--- src/rtl/fepc_pkg.sv ---
package fepc_pkg;

  // register byte offsets
  localparam logic [7:0] FEPC_OFS_OPCTRL   = 8'h00;
  localparam logic [7:0] FEPC_OFS_KEY      = 8'h04;
  localparam logic [7:0] FEPC_OFS_ADDR_LO  = 8'h08;
  localparam logic [7:0] FEPC_OFS_ADDR_HI  = 8'h0C;
  localparam logic [7:0] FEPC_OFS_SRC_PTR  = 8'h10;
  localparam logic [7:0] FEPC_OFS_DATA_LO  = 8'h14;
  localparam logic [7:0] FEPC_OFS_DATA_HI  = 8'h18;
  localparam logic [7:0] FEPC_OFS_IRQ_STAT = 8'h1C;
  localparam logic [7:0] FEPC_OFS_IRQ_MASK = 8'h20;
  localparam logic [7:0] FEPC_OFS_SBE_PRIO = 8'h24;
  localparam logic [7:0] FEPC_OFS_TRAP_CFG = 8'h28;

  // field positions
  localparam int FEPC_OPCTRL_START = 15;
  localparam int FEPC_IRQ_SBE      = 0;
  localparam int FEPC_IRQ_DONE     = 1;
  localparam int FEPC_IRQ_REFUSED  = 2;

  // unlock keys
  localparam logic [7:0] FEPC_KEY_FIRST  = 8'h55;
  localparam logic [7:0] FEPC_KEY_SECOND = 8'hAA;

  // widths and reset values
  localparam int FEPC_DATA_W   = 48;
  localparam int FEPC_ECC_W    = 7;
  localparam int FEPC_WORD_W   = 24;
  localparam int FEPC_ADDR_W   = 24;
  localparam int FEPC_IRQ_W    = 3;
  localparam int FEPC_PAIR_STEP = 4;
  localparam logic [2:0] FEPC_PRIO_RST = 3'h0;

  typedef enum logic [1:0] {
    FEPC_OP_PAGE_ERASE  = 2'h0,
    FEPC_OP_WORD_PROG   = 2'h1,
    FEPC_OP_ROW_PROG    = 2'h2,
    FEPC_OP_PANEL_ERASE = 2'h3
  } fepc_op_t;

  typedef enum logic [1:0] {
    FEPC_UNL_NONE  = 2'h0,
    FEPC_UNL_FIRST = 2'h1,
    FEPC_UNL_ARMED = 2'h2
  } fepc_unl_t;

  typedef enum logic [5:0] {
    FEPC_ST_IDLE     = 6'b000001,
    FEPC_ST_FETCH_LO = 6'b000010,
    FEPC_ST_FETCH_HI = 6'b000100,
    FEPC_ST_WRITE    = 6'b001000,
    FEPC_ST_WAIT     = 6'b010000,
    FEPC_ST_ERASE    = 6'b100000
  } fepc_st_t;

endpackage : fepc_pkg

--- src/rtl/fepc_ecc_enc.sv ---
`timescale 1ns/1ps
module fepc_ecc_enc #(
  parameter int DW = 48
) (
  // data and check bits
  input  wire logic [DW-1:0] data,
  output logic      [6:0]    ecc
);
  // data sits at the codeword positions that are not powers of two
  always_comb begin
    logic [5:0] c;
    int k;
    c = 6'h00;
    k = 0;
    for (int p = 1; p <= DW + 6; p++) begin
      if ((p & (p - 1)) != 0) begin
        if (data[k]) begin
          c = c ^ 6'(p);
        end
        k = k + 1;
      end
    end
    // overall bit makes the full codeword even, giving double detection
    ecc = {(^data) ^ (^c), c};
  end
endmodule : fepc_ecc_enc

--- src/rtl/fepc_ecc_dec.sv ---
`timescale 1ns/1ps
module fepc_ecc_dec #(
  parameter int DW = 48
) (
  // fetched block
  input  wire logic [DW-1:0] data,
  input  wire logic [6:0]    ecc_stored,
  input  wire logic [6:0]    ecc_calc,
  // result
  output logic      [DW-1:0] data_out,
  output logic               sbe,
  output logic               dbe
);
  logic [5:0] syn;
  logic       odd;

  assign syn = ecc_stored[5:0] ^ ecc_calc[5:0];
  assign odd = (^data) ^ (^ecc_stored);

  always_comb begin
    int k;
    k = 0;
    data_out = data;
    sbe = odd;
    dbe = (syn != 6'h00) && !odd;
    for (int p = 1; p <= DW + 6; p++) begin
      if ((p & (p - 1)) != 0) begin
        // double errors pass through untouched
        if (odd && (syn == 6'(p))) begin
          data_out[k] = ~data[k];
        end
        k = k + 1;
      end
    end
  end
endmodule : fepc_ecc_dec

--- src/rtl/fepc_top.sv ---
`timescale 1ns/1ps
// Functional notes
// RULE_01 - write: 7-bit parity per word pair
// RULE_02 - 48 data plus 7 hidden parity
// RULE_03 - read: recompute parity, compare stored
// RULE_04 - single error: correct data automatically
// RULE_05 - corrected error sets sticky interrupt flag
// RULE_06 - software enables interrupt, programs priority
// RULE_07 - double error: hard trap, data unchanged
// RULE_08 - no trap handler: also reset
// RULE_09 - error correction can never be disabled
// RULE_10 - no hardware error logging or counting
// RULE_11 - control register selects and starts operation
// RULE_12 - write-only key: 0x55 then 0xAA
// RULE_13 - target address: high 8, low 16
// RULE_14 - row data fetched from RAM pointer
// RULE_15 - start only right after full unlock; a non-start control write in between keeps the unlock
// RULE_16 - unlock cleared after start or mismatch
module fepc_top #(
  parameter int ROW_PAIRS = 64
) (
  // clock and reset
  input  wire logic                          mclk,
  input  wire logic                          rstn,
  // ahb-lite slave
  input  wire logic                          hsel,
  input  wire logic [31:0]                   haddr,
  input  wire logic [1:0]                    htrans,
  input  wire logic                          hwrite,
  input  wire logic [2:0]                    hsize,
  input  wire logic [31:0]                   hwdata,
  input  wire logic                          hready,
  output logic                               hreadyout,
  output logic                               hresp,
  output logic      [31:0]                   hrdata,
  // instruction fetch port
  input  wire logic                          if_req,
  input  wire logic [fepc_pkg::FEPC_ADDR_W-1:0] if_addr,
  output logic                               if_ready,
  output logic                               if_rvalid,
  output logic      [fepc_pkg::FEPC_DATA_W-1:0] if_rdata,
  output logic                               if_sbe,
  // traps, reset and interrupt
  output logic                               hard_trap,
  output logic                               dev_reset_req,
  output logic                               irq,
  output logic      [2:0]                    sbe_irq_priority,
  // data ram read port for row programming
  output logic                               ram_re,
  output logic      [15:0]                   ram_addr,
  input  wire logic [fepc_pkg::FEPC_WORD_W-1:0] ram_rdata,
  // flash array
  output logic                               fl_rd,
  output logic                               fl_wr,
  output logic                               fl_erase,
  output logic                               fl_erase_panel,
  output logic      [fepc_pkg::FEPC_ADDR_W-1:0] fl_addr,
  output logic      [fepc_pkg::FEPC_DATA_W-1:0] fl_wdata,
  output logic      [fepc_pkg::FEPC_ECC_W-1:0]  fl_wecc,
  input  wire logic                          fl_rvalid,
  input  wire logic [fepc_pkg::FEPC_DATA_W-1:0] fl_rdata,
  input  wire logic [fepc_pkg::FEPC_ECC_W-1:0]  fl_recc,
  input  wire logic                          fl_done
);
  import fepc_pkg::*;

  ////////////////////////////////////////////////////////////////////////////
  // ahb-lite slave: zero wait states, always okay

  logic            dp_wr_r;
  logic [7:0]      dp_addr_r;
  logic            wr_en;
  logic [1:0]      op_kind_r;
  fepc_unl_t       unlock_r;
  fepc_st_t        st_r;
  logic [15:0]     addr_lo_r;
  logic [7:0]      addr_hi_r;
  logic [15:0]     src_ptr_r;
  logic [FEPC_WORD_W-1:0] data_lo_r;
  logic [FEPC_WORD_W-1:0] data_hi_r;
  logic [FEPC_IRQ_W-1:0]  irq_stat_r;
  logic [FEPC_IRQ_W-1:0]  irq_mask_r;
  logic [2:0]      prio_r;
  logic            handler_en_r;
  logic            op_start;
  logic            op_refused;
  logic            op_done;
  logic            rd_sbe;
  logic            rd_dbe;

  assign hreadyout = 1'b1;
  assign hresp     = 1'b0;
  assign wr_en     = dp_wr_r;

  always_ff @(posedge mclk or negedge rstn) begin
    if (!rstn) begin
      dp_wr_r   <= 1'b0;
      dp_addr_r <= 8'h00;
    end else if (hready) begin
      dp_wr_r   <= hsel && htrans[1] && hwrite;
      dp_addr_r <= haddr[7:0];
    end
  end

  // read data built from flops; key register always reads zero
  always_comb begin
    hrdata = 32'h0000_0000;
    case (dp_addr_r)
      FEPC_OFS_OPCTRL:   hrdata = {16'h0000, (st_r != FEPC_ST_IDLE), 13'h0000, op_kind_r};
      FEPC_OFS_ADDR_LO:  hrdata = {16'h0000, addr_lo_r};
      FEPC_OFS_ADDR_HI:  hrdata = {24'h00_0000, addr_hi_r};
      FEPC_OFS_SRC_PTR:  hrdata = {16'h0000, src_ptr_r};
      FEPC_OFS_DATA_LO:  hrdata = {8'h00, data_lo_r};
      FEPC_OFS_DATA_HI:  hrdata = {8'h00, data_hi_r};
      FEPC_OFS_IRQ_STAT: hrdata = {29'h0000_0000, irq_stat_r};
      FEPC_OFS_IRQ_MASK: hrdata = {29'h0000_0000, irq_mask_r};
      FEPC_OFS_SBE_PRIO: hrdata = {29'h0000_0000, prio_r};
      FEPC_OFS_TRAP_CFG: hrdata = {31'h0000_0000, handler_en_r};
      default:           hrdata = 32'h0000_0000;
    endcase
  end

  ////////////////////////////////////////////////////////////////////////////
  // plain configuration registers

  always_ff @(posedge mclk or negedge rstn) begin
    if (!rstn) begin
      addr_lo_r    <= 16'h0000;
      addr_hi_r    <= 8'h00;
      src_ptr_r    <= 16'h0000;
      data_lo_r    <= 24'h00_0000;
      data_hi_r    <= 24'h00_0000;
      irq_mask_r   <= 3'h0;
      prio_r       <= FEPC_PRIO_RST;
      handler_en_r <= 1'b0;
    end else if (wr_en) begin
      case (dp_addr_r)
        FEPC_OFS_ADDR_LO:  addr_lo_r    <= hwdata[15:0];  // RULE_13
        FEPC_OFS_ADDR_HI:  addr_hi_r    <= hwdata[7:0];   // RULE_13
        FEPC_OFS_SRC_PTR:  src_ptr_r    <= hwdata[15:0];
        FEPC_OFS_DATA_LO:  data_lo_r    <= hwdata[FEPC_WORD_W-1:0];
        FEPC_OFS_DATA_HI:  data_hi_r    <= hwdata[FEPC_WORD_W-1:0];
        FEPC_OFS_IRQ_MASK: irq_mask_r   <= hwdata[FEPC_IRQ_W-1:0];
        FEPC_OFS_SBE_PRIO: prio_r       <= hwdata[2:0];
        FEPC_OFS_TRAP_CFG: handler_en_r <= hwdata[0];
        default: ;
      endcase
    end
  end

  assign sbe_irq_priority = prio_r;

  ////////////////////////////////////////////////////////////////////////////
  // unlock sequence and start

  logic       start_wr;
  logic [1:0] start_kind;
  assign start_wr   = wr_en && (dp_addr_r == FEPC_OFS_OPCTRL) && hwdata[FEPC_OPCTRL_START];
  // the start write carries the kind it starts; the kind register takes it at that same edge
  assign start_kind = hwdata[1:0];  // RULE_11
  // a busy sequencer cannot be restarted, even when armed
  assign op_start   = start_wr && (unlock_r == FEPC_UNL_ARMED) && (st_r == FEPC_ST_IDLE);  // RULE_15
  assign op_refused = start_wr && !op_start;

  always_ff @(posedge mclk or negedge rstn) begin
    if (!rstn) begin
      unlock_r <= FEPC_UNL_NONE;
    end else if (wr_en) begin
      // any write other than the expected key or a non-start control write while armed drops the unlock
      if (dp_addr_r == FEPC_OFS_KEY && hwdata[7:0] == FEPC_KEY_FIRST) begin
        unlock_r <= FEPC_UNL_FIRST;  // RULE_12
      end else if (dp_addr_r == FEPC_OFS_KEY && hwdata[7:0] == FEPC_KEY_SECOND &&
                   unlock_r == FEPC_UNL_FIRST) begin
        unlock_r <= FEPC_UNL_ARMED;  // RULE_12
      end else if (dp_addr_r == FEPC_OFS_OPCTRL && !hwdata[FEPC_OPCTRL_START] &&
                   unlock_r == FEPC_UNL_ARMED) begin
        // setting up the operation kind keeps the unlock
        unlock_r <= FEPC_UNL_ARMED;
      end else begin
        unlock_r <= FEPC_UNL_NONE;  // RULE_16
      end
    end
  end

  always_ff @(posedge mclk or negedge rstn) begin
    if (!rstn) begin
      op_kind_r <= FEPC_OP_PAGE_ERASE;
    end else if (wr_en && dp_addr_r == FEPC_OFS_OPCTRL && st_r == FEPC_ST_IDLE) begin
      op_kind_r <= hwdata[1:0];  // RULE_11
    end
  end

  ////////////////////////////////////////////////////////////////////////////
  // program and erase sequencer

  logic [$clog2(ROW_PAIRS+1)-1:0] pair_cnt_r;
  logic [FEPC_WORD_W-1:0]         lo_buf_r;
  logic [FEPC_WORD_W-1:0]         hi_buf_r;
  logic [FEPC_ECC_W-1:0]          wr_ecc_pair;
  logic [FEPC_ADDR_W-1:0]         target;

  assign target = {addr_hi_r, addr_lo_r};  // RULE_13
  assign op_done = (st_r == FEPC_ST_WAIT || st_r == FEPC_ST_ERASE) && fl_done &&
                   !(st_r == FEPC_ST_WAIT && op_kind_r == FEPC_OP_ROW_PROG &&
                     pair_cnt_r != ($clog2(ROW_PAIRS+1))'(ROW_PAIRS));

  always_ff @(posedge mclk or negedge rstn) begin
    if (!rstn) begin
      st_r       <= FEPC_ST_IDLE;
      pair_cnt_r <= '0;
      lo_buf_r   <= 24'h00_0000;
      hi_buf_r   <= 24'h00_0000;
      ram_addr   <= 16'h0000;
    end else begin
      case (st_r)
        FEPC_ST_IDLE: begin
          pair_cnt_r <= '0;
          ram_addr   <= src_ptr_r;  // RULE_14
          if (op_start) begin
            case (start_kind)
              FEPC_OP_WORD_PROG: begin
                lo_buf_r <= data_lo_r;
                hi_buf_r <= data_hi_r;
                st_r     <= FEPC_ST_WRITE;
              end
              FEPC_OP_ROW_PROG: st_r <= FEPC_ST_FETCH_LO;  // RULE_14
              default:          st_r <= FEPC_ST_ERASE;     // RULE_11
            endcase
          end
        end
        FEPC_ST_FETCH_LO: begin
          ram_addr <= ram_addr + 16'h0001;
          st_r     <= FEPC_ST_FETCH_HI;
        end
        FEPC_ST_FETCH_HI: begin
          // ram answers one cycle after its read strobe
          lo_buf_r <= ram_rdata;
          ram_addr <= ram_addr + 16'h0001;
          st_r     <= FEPC_ST_WRITE;
        end
        FEPC_ST_WRITE: begin
          if (op_kind_r == FEPC_OP_ROW_PROG) begin
            hi_buf_r <= ram_rdata;
          end
          pair_cnt_r <= pair_cnt_r + 1'b1;
          st_r       <= FEPC_ST_WAIT;
        end
        FEPC_ST_WAIT: begin
          if (fl_done) begin
            if (op_kind_r == FEPC_OP_ROW_PROG &&
                pair_cnt_r != ($clog2(ROW_PAIRS+1))'(ROW_PAIRS)) begin
              st_r <= FEPC_ST_FETCH_LO;
            end else begin
              st_r <= FEPC_ST_IDLE;
            end
          end
        end
        FEPC_ST_ERASE: begin
          if (fl_done) begin
            st_r <= FEPC_ST_IDLE;
          end
        end
        default: st_r <= FEPC_ST_IDLE;
      endcase
    end
  end

  assign ram_re = (st_r == FEPC_ST_FETCH_LO) || (st_r == FEPC_ST_FETCH_HI);

  // word pair in flight; the high word of a row pair arrives as WRITE begins
  logic [FEPC_WORD_W-1:0] hi_word;
  assign hi_word = (op_kind_r == FEPC_OP_ROW_PROG) ? ram_rdata : hi_buf_r;

  always_ff @(posedge mclk or negedge rstn) begin
    if (!rstn) begin
      fl_wr          <= 1'b0;
      fl_erase       <= 1'b0;
      fl_erase_panel <= 1'b0;
      fl_addr        <= 24'h00_0000;
      fl_wdata       <= 48'h0000_0000_0000;
      fl_rd          <= 1'b0;
    end else begin
      fl_wr    <= 1'b0;
      fl_erase <= 1'b0;
      fl_rd    <= 1'b0;
      if (st_r == FEPC_ST_IDLE && op_start &&
          (start_kind == FEPC_OP_PAGE_ERASE || start_kind == FEPC_OP_PANEL_ERASE)) begin
        fl_erase       <= 1'b1;
        fl_erase_panel <= (start_kind == FEPC_OP_PANEL_ERASE);  // RULE_11
        fl_addr        <= target;  // RULE_13
      end else if (st_r == FEPC_ST_WRITE) begin
        fl_wr    <= 1'b1;
        fl_wdata <= {hi_word, lo_buf_r};  // RULE_02
        fl_addr  <= target + 24'(pair_cnt_r) * 24'(FEPC_PAIR_STEP);
      end else if (st_r == FEPC_ST_IDLE && if_req && !op_start) begin
        fl_rd   <= 1'b1;
        fl_addr <= if_addr;
      end
    end
  end

  // parity of the stored pair, registered with the data it covers
  always_ff @(posedge mclk or negedge rstn) begin
    if (!rstn) begin
      fl_wecc <= 7'h00;
    end else if (st_r == FEPC_ST_WRITE) begin
      fl_wecc <= wr_ecc_pair;  // RULE_01
    end
  end

  fepc_ecc_enc #(.DW(FEPC_DATA_W)) u_enc_pair (
    .data ({hi_word, lo_buf_r}),
    .ecc  (wr_ecc_pair)
  );

  assign if_ready = (st_r == FEPC_ST_IDLE) && !op_start;

  ////////////////////////////////////////////////////////////////////////////
  // read check and correction, always on with no bypass

  logic [FEPC_ECC_W-1:0]  rd_ecc;
  logic [FEPC_DATA_W-1:0] rd_fixed;

  fepc_ecc_enc #(.DW(FEPC_DATA_W)) u_enc_rd (
    .data (fl_rdata),
    .ecc  (rd_ecc)  // RULE_03
  );

  fepc_ecc_dec #(.DW(FEPC_DATA_W)) u_dec (
    .data       (fl_rdata),
    .ecc_stored (fl_recc),
    .ecc_calc   (rd_ecc),
    .data_out   (rd_fixed),
    .sbe        (rd_sbe),
    .dbe        (rd_dbe)
  );

  always_ff @(posedge mclk or negedge rstn) begin
    if (!rstn) begin
      if_rvalid     <= 1'b0;
      if_rdata      <= 48'h0000_0000_0000;
      if_sbe        <= 1'b0;
      hard_trap     <= 1'b0;
      dev_reset_req <= 1'b0;
    end else begin
      if_rvalid     <= fl_rvalid;          // RULE_09
      if_sbe        <= fl_rvalid && rd_sbe;
      hard_trap     <= fl_rvalid && rd_dbe;  // RULE_07
      // without a trap handler the double error also resets the device
      dev_reset_req <= fl_rvalid && rd_dbe && !handler_en_r;  // RULE_08
      if (fl_rvalid) begin
        if_rdata <= rd_fixed;  // RULE_04
      end
    end
  end

  ////////////////////////////////////////////////////////////////////////////
  // interrupts: sticky, write one to clear, set wins; nothing is counted

  logic [FEPC_IRQ_W-1:0] irq_set;
  logic [FEPC_IRQ_W-1:0] irq_clr;

  assign irq_set = {op_refused, op_done, if_sbe};  // RULE_10
  assign irq_clr = (wr_en && dp_addr_r == FEPC_OFS_IRQ_STAT) ?
                   hwdata[FEPC_IRQ_W-1:0] : 3'h0;

  always_ff @(posedge mclk or negedge rstn) begin
    if (!rstn) begin
      irq_stat_r <= 3'h0;
    end else begin
      irq_stat_r <= (irq_stat_r & ~irq_clr) | irq_set;  // RULE_05
    end
  end

  assign irq = |(irq_stat_r & irq_mask_r);
endmodule : fepc_top

--- config.mk ---
export PLATFORM = sky130hd
export DESIGN_NAME = fepc_top
export DESIGN_NICKNAME = d
export VERILOG_FILES = /design/src/rtl/fepc_pkg.sv /design/src/rtl/fepc_ecc_enc.sv /design/src/rtl/fepc_ecc_dec.sv /design/src/rtl/fepc_top.sv
export SDC_FILE = /design/constraint.sdc
export NUM_CORES = 1
export LEC_CHECK = 0
export ABC_AREA = 0
export BUFFER_PORTS_ARGS = -buffer_cell sky130_fd_sc_hd__buf_2
export CORE_MARGIN = 2
export CORE_UTILIZATION = 34
export DETAILED_ROUTE_END_ITERATION = 10
export PLACE_DENSITY_LB_ADDON = 0.1
export SETUP_SLACK_MARGIN = 0.15
export SYNTH_ARGS = -nofsm -noshare
export SYNTH_HDL_FRONTEND = slang
export SYNTH_SLANG_ARGS = --single-unit
--- constraint.sdc ---
create_clock -name mclk -period 5.57 [get_ports mclk]
set_input_delay 0.557 -clock mclk [delete_from_list [all_inputs] [get_ports mclk]]
set_output_delay 0.557 -clock mclk [all_outputs]
set_load 0.005 [all_outputs]
-- After elaboration in Yosys (flattened, before gate mapping)
Index checks and enable logic that the tools add are counted.
- equality and inequality tests: 86
- mux-type cells: 218
- bitwise logic cells: 150
- reductions and logical operators: 110
- add/subtract/negate cells: 3
- operators by type and width (cell ; count):
    2-to-1 mux 24 bit ; 23
    2-to-1 mux 6 bit ; 55
    one-hot mux 24 bit (10 select lines) ; 1
    2-to-1 mux 5 bit ; 31
    2-to-1 mux 48 bit ; 3
    equality test 6 bit, second input constant ; 23
    inverter 3 bit ; 39
    equality test 6 x 5 -> 1 bit, second input constant ; 16
    inverter 4 bit ; 24
    one-hot mux 24 bit (2 select lines) ; 2
    parity 48 bit ; 2
    2-to-1 mux 16 bit ; 5
    logical AND 1 bit ; 76
    2-to-1 mux 4 bit ; 15
    inverter 2 bit ; 28
    inverter 1 bit ; 49
    equality test 6 x 4 -> 1 bit, second input constant ; 8
    2-to-1 mux 47 bit ; 1
    2-to-1 mux 46 bit ; 1
    2-to-1 mux 45 bit ; 1
    2-to-1 mux 44 bit ; 1
    2-to-1 mux 43 bit ; 1
    2-to-1 mux 42 bit ; 1
    2-to-1 mux 41 bit ; 1
    other kinds (75) ; 160
- bits in registers: 323
- output and inout port bits: 191
- bits of input ports: 180
- logic and storage cells: 597

-- Depth between registers and ports, before layout
Gate-level depths: netlist of the first run.
- depth after elaboration: 146
- depth in mapped cells: 12
- mapped depth without buffers: 12

-- By module
Synthesis of the first run repeated with hierarchy kept, for this count alone.
- cell total of the unflattened synthesis: 1741
- area total of the unflattened synthesis: 18839.3 um^2
- by module, submodules not included (module ; seq. area each (um^2) ; cells each ; area each (um^2) ; instances):
    fepc_top ; 8084.0 ; 1377 ; 15309.7 ; 1
    fepc_ecc_dec ; 0.0 ; 187 ; 1485.2 ; 1
    fepc_ecc_enc (u_enc_rd) ; 0.0 ; 90 ; 1044.8 ; 1
    fepc_ecc_enc (u_enc_pair) ; 0.0 ; 87 ; 999.7 ; 1

-- Least setup slack after synthesis of the first run
No wires, ideal clock.
- path type: input to register
- start: input port fl_rdata[25] (netlist bit)
- end: register if_rdata[38] (netlist bit)
- arrival: 2.906 ns
- setup time: 0.137 ns
- buffers on the path: 2
- data required time: 5.433 ns
- setup slack: 2.527 ns
- cell stages on the path: 10
- path through: xor2_1 xnor3_1 xnor2_1 xor3_2 or3_1 buf_6 buf_8 nor3_2 xnor2_1 a21oi_1
- cells in the longest elaborated chain, start to end: 47
- elaborated cells on any way between the ends: 60
- classes of those cells: eq/ne (1); mux (33); bitwise (24); reduce/logical (2)
- RTL lines (element ; line ; source):
    from (decl) ; fepc_top.sv:61 ; input wire logic [fepc_pkg::FEPC_DATA_W-1:0] fl_rdata,
    2-to-1 mux 5 bit ; fepc_ecc_enc.sv:17 ; if (data[k]) begin
    inverter 2 bit (no source line) / 2-to-1 mux 6 bit (equally long branches) ; -- ;
    2-to-1 mux 6 bit / inverter 2 bit (equally long branches) ; -- ;
    2-to-1 mux 6 bit ; fepc_ecc_enc.sv:17 ;
    inverter 3 bit (no source line) / inverter 2 bit (equally long branches) ; -- ;
    2-to-1 mux 6 bit ; fepc_ecc_enc.sv:17 ;
    2-to-1 mux 6 bit / inverter 3 bit (equally long branches) ; -- ;
    inverter 3 bit (no source line) / 2-to-1 mux 6 bit (equally long branches) ; -- ;
    (+31 left out) ; -- ;
    2-to-1 mux 41 bit (*) ; fepc_ecc_dec.sv:29 ; if (odd && (syn == 6'(p))) begin
    2-to-1 mux 42 bit (*) ; fepc_ecc_dec.sv:29 ;
    2-to-1 mux 43 bit (*) ; fepc_ecc_dec.sv:29 ;
    2-to-1 mux 44 bit (*) ; fepc_ecc_dec.sv:29 ;
    2-to-1 mux 45 bit (*) ; fepc_ecc_dec.sv:29 ;
    2-to-1 mux 46 bit (*) ; fepc_ecc_dec.sv:29 ;
    2-to-1 mux 47 bit (*) ; fepc_ecc_dec.sv:29 ;
    2-to-1 mux 48 bit (*) ; fepc_ecc_dec.sv:29 ;
    to (signal assigned) ; fepc_top.sv:352 ; if_rdata <= rd_fixed;
    to (decl) ; fepc_top.sv:41 ; output logic [fepc_pkg::FEPC_DATA_W-1:0] if_rdata,
Mark *: on every way between the ends. The rest lies on a longest branch, timed or not.
A chain may end at the register's enable or synchronous reset.

-- Final worst setup path of the first run
- start: register st_r[1]
- end: register hi_buf_r[18]
- cells in the longest elaborated chain, start to end: 4
- elaborated cells on any way between the ends: 8
- classes of those cells: eq/ne (4); mux (1); reduce/logical (3)
- RTL lines (element ; line ; source):
    from (decl) ; fepc_top.sv:75 ; fepc_st_t st_r;
    from (signal assigned) ; fepc_top.sv:209 ; st_r <= FEPC_ST_IDLE;
    from (signal assigned) ; fepc_top.sv:224 ; st_r <= FEPC_ST_WRITE;
    from (signal assigned) ; fepc_top.sv:226 ; FEPC_OP_ROW_PROG: st_r <= FEPC_ST_FETCH_LO;
    equality test 6 x 1 -> 1 bit ; fepc_top.sv:162, fepc_top.sv:215 ;
    logical AND 1 bit ; fepc_top.sv:162 ; assign op_start = start_wr && (unlock_r == FEPC_UNL_ARMED) && (st_r == FEPC_ST_IDLE);
    inequality test 2 bit (no source line) ; -- ;
    AND reduction 3 bit (no source line) ; -- ;
    to (signal assigned) ; fepc_top.sv:223 ; hi_buf_r <= data_hi_r;
    to (signal assigned) ; fepc_top.sv:243 ; hi_buf_r <= ram_rdata;
    to (decl) ; fepc_top.sv:198 ; logic [FEPC_WORD_W-1:0] hi_buf_r;
Several ways; a longest one is shown, not always the timed one.

==> results.yml, run 1 <==
place:
  portBuffers: 324
  place_hpwl_um: 43900
  gp_congestion: 0.816
  placed_cell_area_um2: 19700
grt:
  grt_pass1_vias: 14364
  grt_pass1_wl_um: 88600
  grt_max_degree: 106
  grt_use_total_pct: 22.0
  grt_overflow: 0
  antenna_found_initial: 7
timing:
  fmax_mhz: 281
  period_needed_ps: 3560
  fin_skew_ps: 33.1
  worstMarginPinSlew_ps: 1230
  drv_slew: 0
  hold_slack_ps: 66.0
  period_share_pct: 63.9
  grt_setup_unrepaired: "no"
  setup_violations: 0
  hold_viol: 0
  finalSetupTns_ps: 0
  max_slew_margin_pct: 17.7
detailed_routing:
  drtPass1Iterations: 5
  vias: 14121
  ant_nets: 0
  viasPerCell: 5.10
  drc: 0
  wl_per_cell_um: 21.2
  routed_wirelength_um: 58800
  dr.first_iter.drc_count: 933
critical_path:
  start_kind: "flip-flop"
  worstPathArrival_ps: 4040
  path_class: "flip-flop to flip-flop"
  critPathMaxFanout: 39
  critPathCaptureType: "flip-flop"
  crit_required_ps: 6050
power_and_ir_drop:
  p_leak_nw: 9.33
  power.density_nw_per_um2: 495
  seqPwrFrac_pct: 32.1
  irDropWorstVdd_mv: 0.435
  power.share.clock_pct: 26.1
  switchingPower_mw: 3.95
  combPwrFrac_pct: 41.8
  p_sw_share_pct: 37.8
  p_int_mw: 6.49
clocking:
  cts_resized: 0
  postCtsSetupRepairBufs: 0
  numCtsBuffers: 40
  cts_sinks: 323
  h-tree-depth: 2
  clock_latency_ps: 570
  hold_buffers: 0
  clockRootBuffer: "clkbuf_16"
  tritoncts: "done"
  clk_path_buf_depth: 3
  clkTransAtPathRegs_ps: 60
floorplanning:
  pin_count: 371
  fp.dieH_um: 231
  fp.dieW_um: 231
  core-area_um2: 51000
  die_area_um2: 53200
  rows: 83
  initial_core_util_pct: 34.2
logic_synthesis:
  synth_compound_area_share_pct: 12.0
  synthMuxAreaShare_pct: 7.76
  avgSynthCellArea_um2: 9.90
  yosys.cell_types.count: 66
  dominantRegCellSynth: "dfrtp_1"
  synth_top_family_by_area: "XOR/XNOR gates"
  mappedNetlistArea_um2: 17500
  yosysSeqAreaShare_pct: 46.3
  synth-edff-count: 0
  synthSimpleGateAreaFrac_pct: 14.6
  ys_seq_elements: 323
  yosys.area_share.adder_pct: 1.12
  postSynthCellCount: 1763
  ys_async_sr_fraction_pct: 100
  ys_warn_count: 0
  synth_xor_area_share_pct: 15.4
min_path:
  min_path_type: "input port to async pin"
layout:
  synthToLayoutAreaGrowth_pct: 20.9
  final_util_pct: 41.4
  fin_nets: 2256
  final_cell_area_um2: 21100
  drive_gt1_share_pct: 24.9
  layout_common_cells: "323 x buf_2, 322 x dfrtp_1, 251 x nand2_1"
  mostFrequentLayoutCell: "buf_2"
job:
  maxCapViolations: 0
run_status:
  outcome: "finished clean"
critical path: stages, from the launching register on:
cell     delay (ps)
dfrtp_1         440
or4_1           570
or2_4           430
inv_1           520
buf_4           390
nand2_1          90
buf_4           270
o21ai_2         500
nor2_1           90
nor2_1          140
cells in the mapped netlist (all sizes together) (4+ instances only):
cell type / number / area, um2
nor4: 4 / 25.0
a22o: 18 / 158
o21ai: 81 / 405
o211ai: 8 / 60.1
xnor3: 24 / 543
a21o: 4 / 30.0
xnor2: 200 / 1770
o22a: 6 / 52.6
nand2b: 9 / 56.3
mux2: 91 / 1020
xor2: 40 / 350
nor4b: 5 / 43.8
nor3: 50 / 290
nor2b: 8 / 50.1
o21bai: 4 / 30.0
dfrtp: 322 / 8060
a221oi: 7 / 61.3
nand4: 5 / 31.3
a31oi: 34 / 213
a211oi: 4 / 30.0
clkbuf: 77 / 289
a222oi: 9 / 90.1
a221o: 10 / 100
buf: 20 / 136
nand2: 251 / 942
mux2i: 33 / 330
nand4b: 6 / 52.6
nor2: 195 / 732
nand3: 28 / 140
or2: 5 / 31.3
a21oi: 89 / 445
o22ai: 28 / 175
inv: 19 / 71.3
and3: 8 / 50.1
ha: 14 / 175
a22oi: 12 / 90.1
routing by layer:
| metal | vias to the layer above | share of wire, % | track usage, % |
|---|---|---|---|
| met2 | 416 | 47 | 35.7 |
| met5 | - | 0.073 | 0 |
| met3 | 98 | 6.5 | 4.97 |
| met1 | 6900 | 43 | 29.1 |
| met4 | 8 | 2.8 | 6.83 |
| li1 | 6699 | - | - |
power groups by stage:
stage | registers (mW) | clock network, mW | logic [mW]
2_1_floorplan | 3.26 | 0 | 3.13
3_3_place_gp | 3.38 | 0 | 4.39
3_5_place_dp | 3.39 | 0 | 4.41
4_1_cts | 3.35 | 2.80 | 4.43
5_1_grt | 3.42 | 2.90 | 4.85
6_report | 3.35 | 2.73 | 4.37
final timing paths:
check | startpoint | to | slack [ps] | cells after the start
hold reg to reg | fl_wecc[0]$_DFFE_PN0P_ | fl_wecc[0]$_DFFE_PN0P_ | 460 | 2
setup / recovery | st_r[1]$_DFFE_PN0P_ | hi_buf_r[18]$_DFFE_PN0P_ | 2010 | 9
max in group asynchronous | rstn | if_rdata[12]$_DFFE_PN0P_ | 4160 | 2
min in group mclk | if_addr[1] | fl_addr[1]$_DFFE_PN0P_ | 230 | 3
setup reg to reg | st_r[1]$_DFFE_PN0P_ | hi_buf_r[18]$_DFFE_PN0P_ | 2010 | 9
hold / removal | rstn | ram_addr[11]$_DFFE_PN0P_ | 70 | 1
flip-flops by register name, summed over array words and instances, names as in the netlist, 2 cells and up:
name and cells:
unlock_r 2, irq_stat_r 3, irq_mask_r 3, fl_addr 24, pair_cnt_r 7, fl_wdata 48
data_hi_r 24, fl_wecc 7, data_lo_r 24, ram_addr 16, hi_buf_r 24, op_kind_r 2
if_rdata 48, st_r 6, dp_addr_r 8, src_ptr_r 16, lo_buf_r 24, sbe_irq_priority 3
addr_hi_r 8, addr_lo_r 16
per-stage QoR:
stage | power [mW] | std cells | worst slack (ps)
3_5_place_dp | 7.80 | 2699 | 1890
4_1_cts | 10.6 | 2769 | 2010
2_1_floorplan | 6.40 | 1771 | 2530
3_3_place_gp | 7.76 | 2699 | 1910
6_report | 10.4 | 2771 | 2010
5_1_grt | 11.2 | 2770 | 1650
logic make-up (layout without fill, tap and decap cells):
logic type,after synthesis,count (layout)
and+or+nand+nor,587,587
buffers and inverters,116,434
xor gates and xnor gates,265,265
AOI/OAI and AO/OA,331,331
DFF,323,323
muxes,124,124
adders and majority gates,15,15
other,2,12
cell type report:
| cell class | count | area, um2 |
|---|---|---|
| diodes | 2 | 5.00 |
| clock buffers | 55 | 1150 |
| clock inverters | 15 | 214 |
| fillers | 5158 | 29900 |
| inverters | 19 | 71.3 |
| multi-input cells | 1332 | 8920 |
| flip-flops and latches | 323 | 8080 |
| well taps | 680 | 851 |
| repair buffers | 345 | 1800 |
Power figures use the tool's default switching activity.
==> run 2: changes to the inputs <==
- clock period: 5.57 -> 2.95 ns (I/O delays scaled with it)
==> run 2 against run 1 <==
Count of clock-buffer cells in the layout down 1. Utilization up 2.5 points. Critical path depth shrank 3. Critical path type is now flip-flop to output pin. Cell area grew 6.0%. Via count increased by 4.5%. Combinational power grew 110%.
==> results.yml, run 2 (synthesis results as in run 1) <==
run_status:
  outcome: "finished clean"
power_and_ir_drop:
  power.density_nw_per_um2: 939
  p_leak_nw: 10.0
  total_power_mw: 21.0
  irDropWorstVdd_mv: 0.695
detailed_routing:
  ant_nets: 0
  vias: 14763
  drc: 0
  wl_per_cell_um: 21.1
  drtPass1Iterations: 7
  routed_wirelength_um: 61300
  viasPerCell: 5.09
  dr.first_iter.drc_count: 990
critical_path:
  path_class: "flip-flop to output pin"
  r2r-start: "op_kind_r[0]$_DFFE_PN0P_"
  critPathMaxFanout: 12
  critical-path-slowest-cell: "dfrtp_1"
  cp_top_family: "simple AND/OR/NAND/NOR gates"
  crit_chain: "nor3_4 > nand2_2 > nor3_4 > buf_2 > a221o_1 > buf_2"
  r2r_end: "fl_wecc[6]$_DFFE_PN0P_"
  max_stage_delay_ps: 420
  start_kind: "flip-flop"
  crit_required_ps: 2650
  rrSetupSlack_ps: 300
  critPathCaptureType: "output pin"
  crit_buf_inv: 2
  reg2reg_depth: 10
  worstPathArrival_ps: 2480
floorplanning:
  rows: 83
  fp.dieH_um: 231
  fp.dieW_um: 231
  initial_core_util_pct: 34.2
  core-area_um2: 51000
  die_area_um2: 53200
  pin_count: 371
timing:
  hold_viol: 0
  worstMarginPinSlew_ps: 918
  period_needed_ps: 2770
  fmax_mhz: 360
  max_slew_margin_pct: 38.3
  setup_violations: 0
  period_share_pct: 94.1
  fin_skew_ps: 29.8
  grt_setup_unrepaired: "yes"
  drv_slew: 0
grt:
  grt_pass1_wl_um: 91400
  grt_util_met3_pct: 4.10
  antenna_found_initial: 6
  grt_use_total_pct: 22.6
  grt_pass1_vias: 14575
  grt_max_degree: 118
  grt-busiest-layer: "met2"
  grt_use_met1_pct: 31.0
  groute.layer.met2.usage_pct: 37.3
  grt_overflow: 0
min_path:
  hold_path_startpoint: "if_addr[7]"
  min_path_type: "input port to flip-flop"
  min_path_cells: 3
  hold_end: "fl_addr[7]$_DFFE_PN0P_"
layout:
  final_cell_area_um2: 22400
  fin_nets: 2384
  synthToLayoutAreaGrowth_pct: 28.1
  drive_gt1_share_pct: 28.6
  reg_top3: "fl_wdata (48), if_rdata (48)"
  mostFrequentLayoutCell: "buf_2"
  layout_common_cells: "324 x buf_2, 320 x dfrtp_1, 250 x nand2_1"
clocking:
  numCtsBuffers: 39
  h-tree-depth: 2
  clock_latency_ps: 580
  cts_sinks: 323
  tritoncts: "done"
  clockRootBuffer: "clkbuf_16"
  clkTransAtPathRegs_ps: 60
  clk_path_buf_depth: 3
place:
  place_hpwl_um: 46000
  portBuffers: 324
  gp_congestion: 0.849
  placed_cell_area_um2: 20500
job:
  maxCapViolations: 0
## run 2: power breakdown
group | leakage, nW | switching, mW | internal (mW)
sequential | 3.73 | 0.885 | 5.41
combinational | 5.60 | 4.79 | 4.59
clock | 0.677 | 2.08 | 3.24
## run 2: area by class of cell
cell class,count,area [um2]
flip-flops and latches,323,8090
clock buffers,54,1090
repair buffers,474,2960
multi-input cells,1332,8980
clock inverters,18,314
fillers,5061,28600
inverters,19,71.3
well taps,680,851
diodes,3,7.51
## run 2: worst max path at each step
| stage | startpoint | end | slack [ps] | cells past startpoint |
|---|---|---|---|---|
| after floorplan | fl_rdata[25] | if_rdata[38]$_DFFE_PN0P_ | 170 | 10 |
| after global placement | dp_addr_r[4]$_DFFE_PN0P_ | fl_addr[18]$_DFFE_PN0P_ | -120 | 8 |
| after detailed placement | fl_rdata[0] | if_rdata[35]$_DFFE_PN0P_ | -130 | 10 |
| after CTS | dp_addr_r[5]$_DFFE_PN0P_ | hrdata[9] | 160 | 7 |
| after global routing | dp_addr_r[5]$_DFFE_PN0P_ | hrdata[8] | 80 | 6 |
| final | dp_addr_r[5]$_DFFE_PN0P_ | hrdata[8] | 180 | 6 |
## run 2: metrics by stage
step | setup TNS [ps] | hold WS, ps | setup slack (ps) | utilization [%] | instances
3_5_place_dp | -1010 | 346 | -127 | 40.2 | 2791
3_3_place_gp | -1190 | 350 | -118 | 40.2 | 2791
6_report | 0 | 34.3 | 175 | 43.9 | 2903
4_1_cts | 0 | 1.53 | 161 | 43.6 | 2890
5_1_grt | 0 | 18.5 | 81.7 | 43.8 | 2901
2_1_floorplan | 0 | -0.591 | 169 | - | 1771
## run 2: tightest hold or removal path, delay by kind of cell
| kind | cells | cell delay, ps |
|---|---|---|
| AOI/OAI and AO/OA | 2 | 200 |
| buffers and inverters | 1 | 80 |
## run 2: metal layers
metal  vias up  routed length, um
met1      7350              27800
met5         -                 34
met4         6               1030
li1       6973                  -
met2       364              29300
met3        70               3090
## run 2: what timing repair did
action | CTS | global route
setup endpoints to repair | 33 | 15
setup buffers | 0 | 8
hold endpoints to repair | 110 | 0
cloned | 0 | 2
pin swaps | 0 | 6
gates resized for setup | 6 | 13
hold buffers | 27 | 0
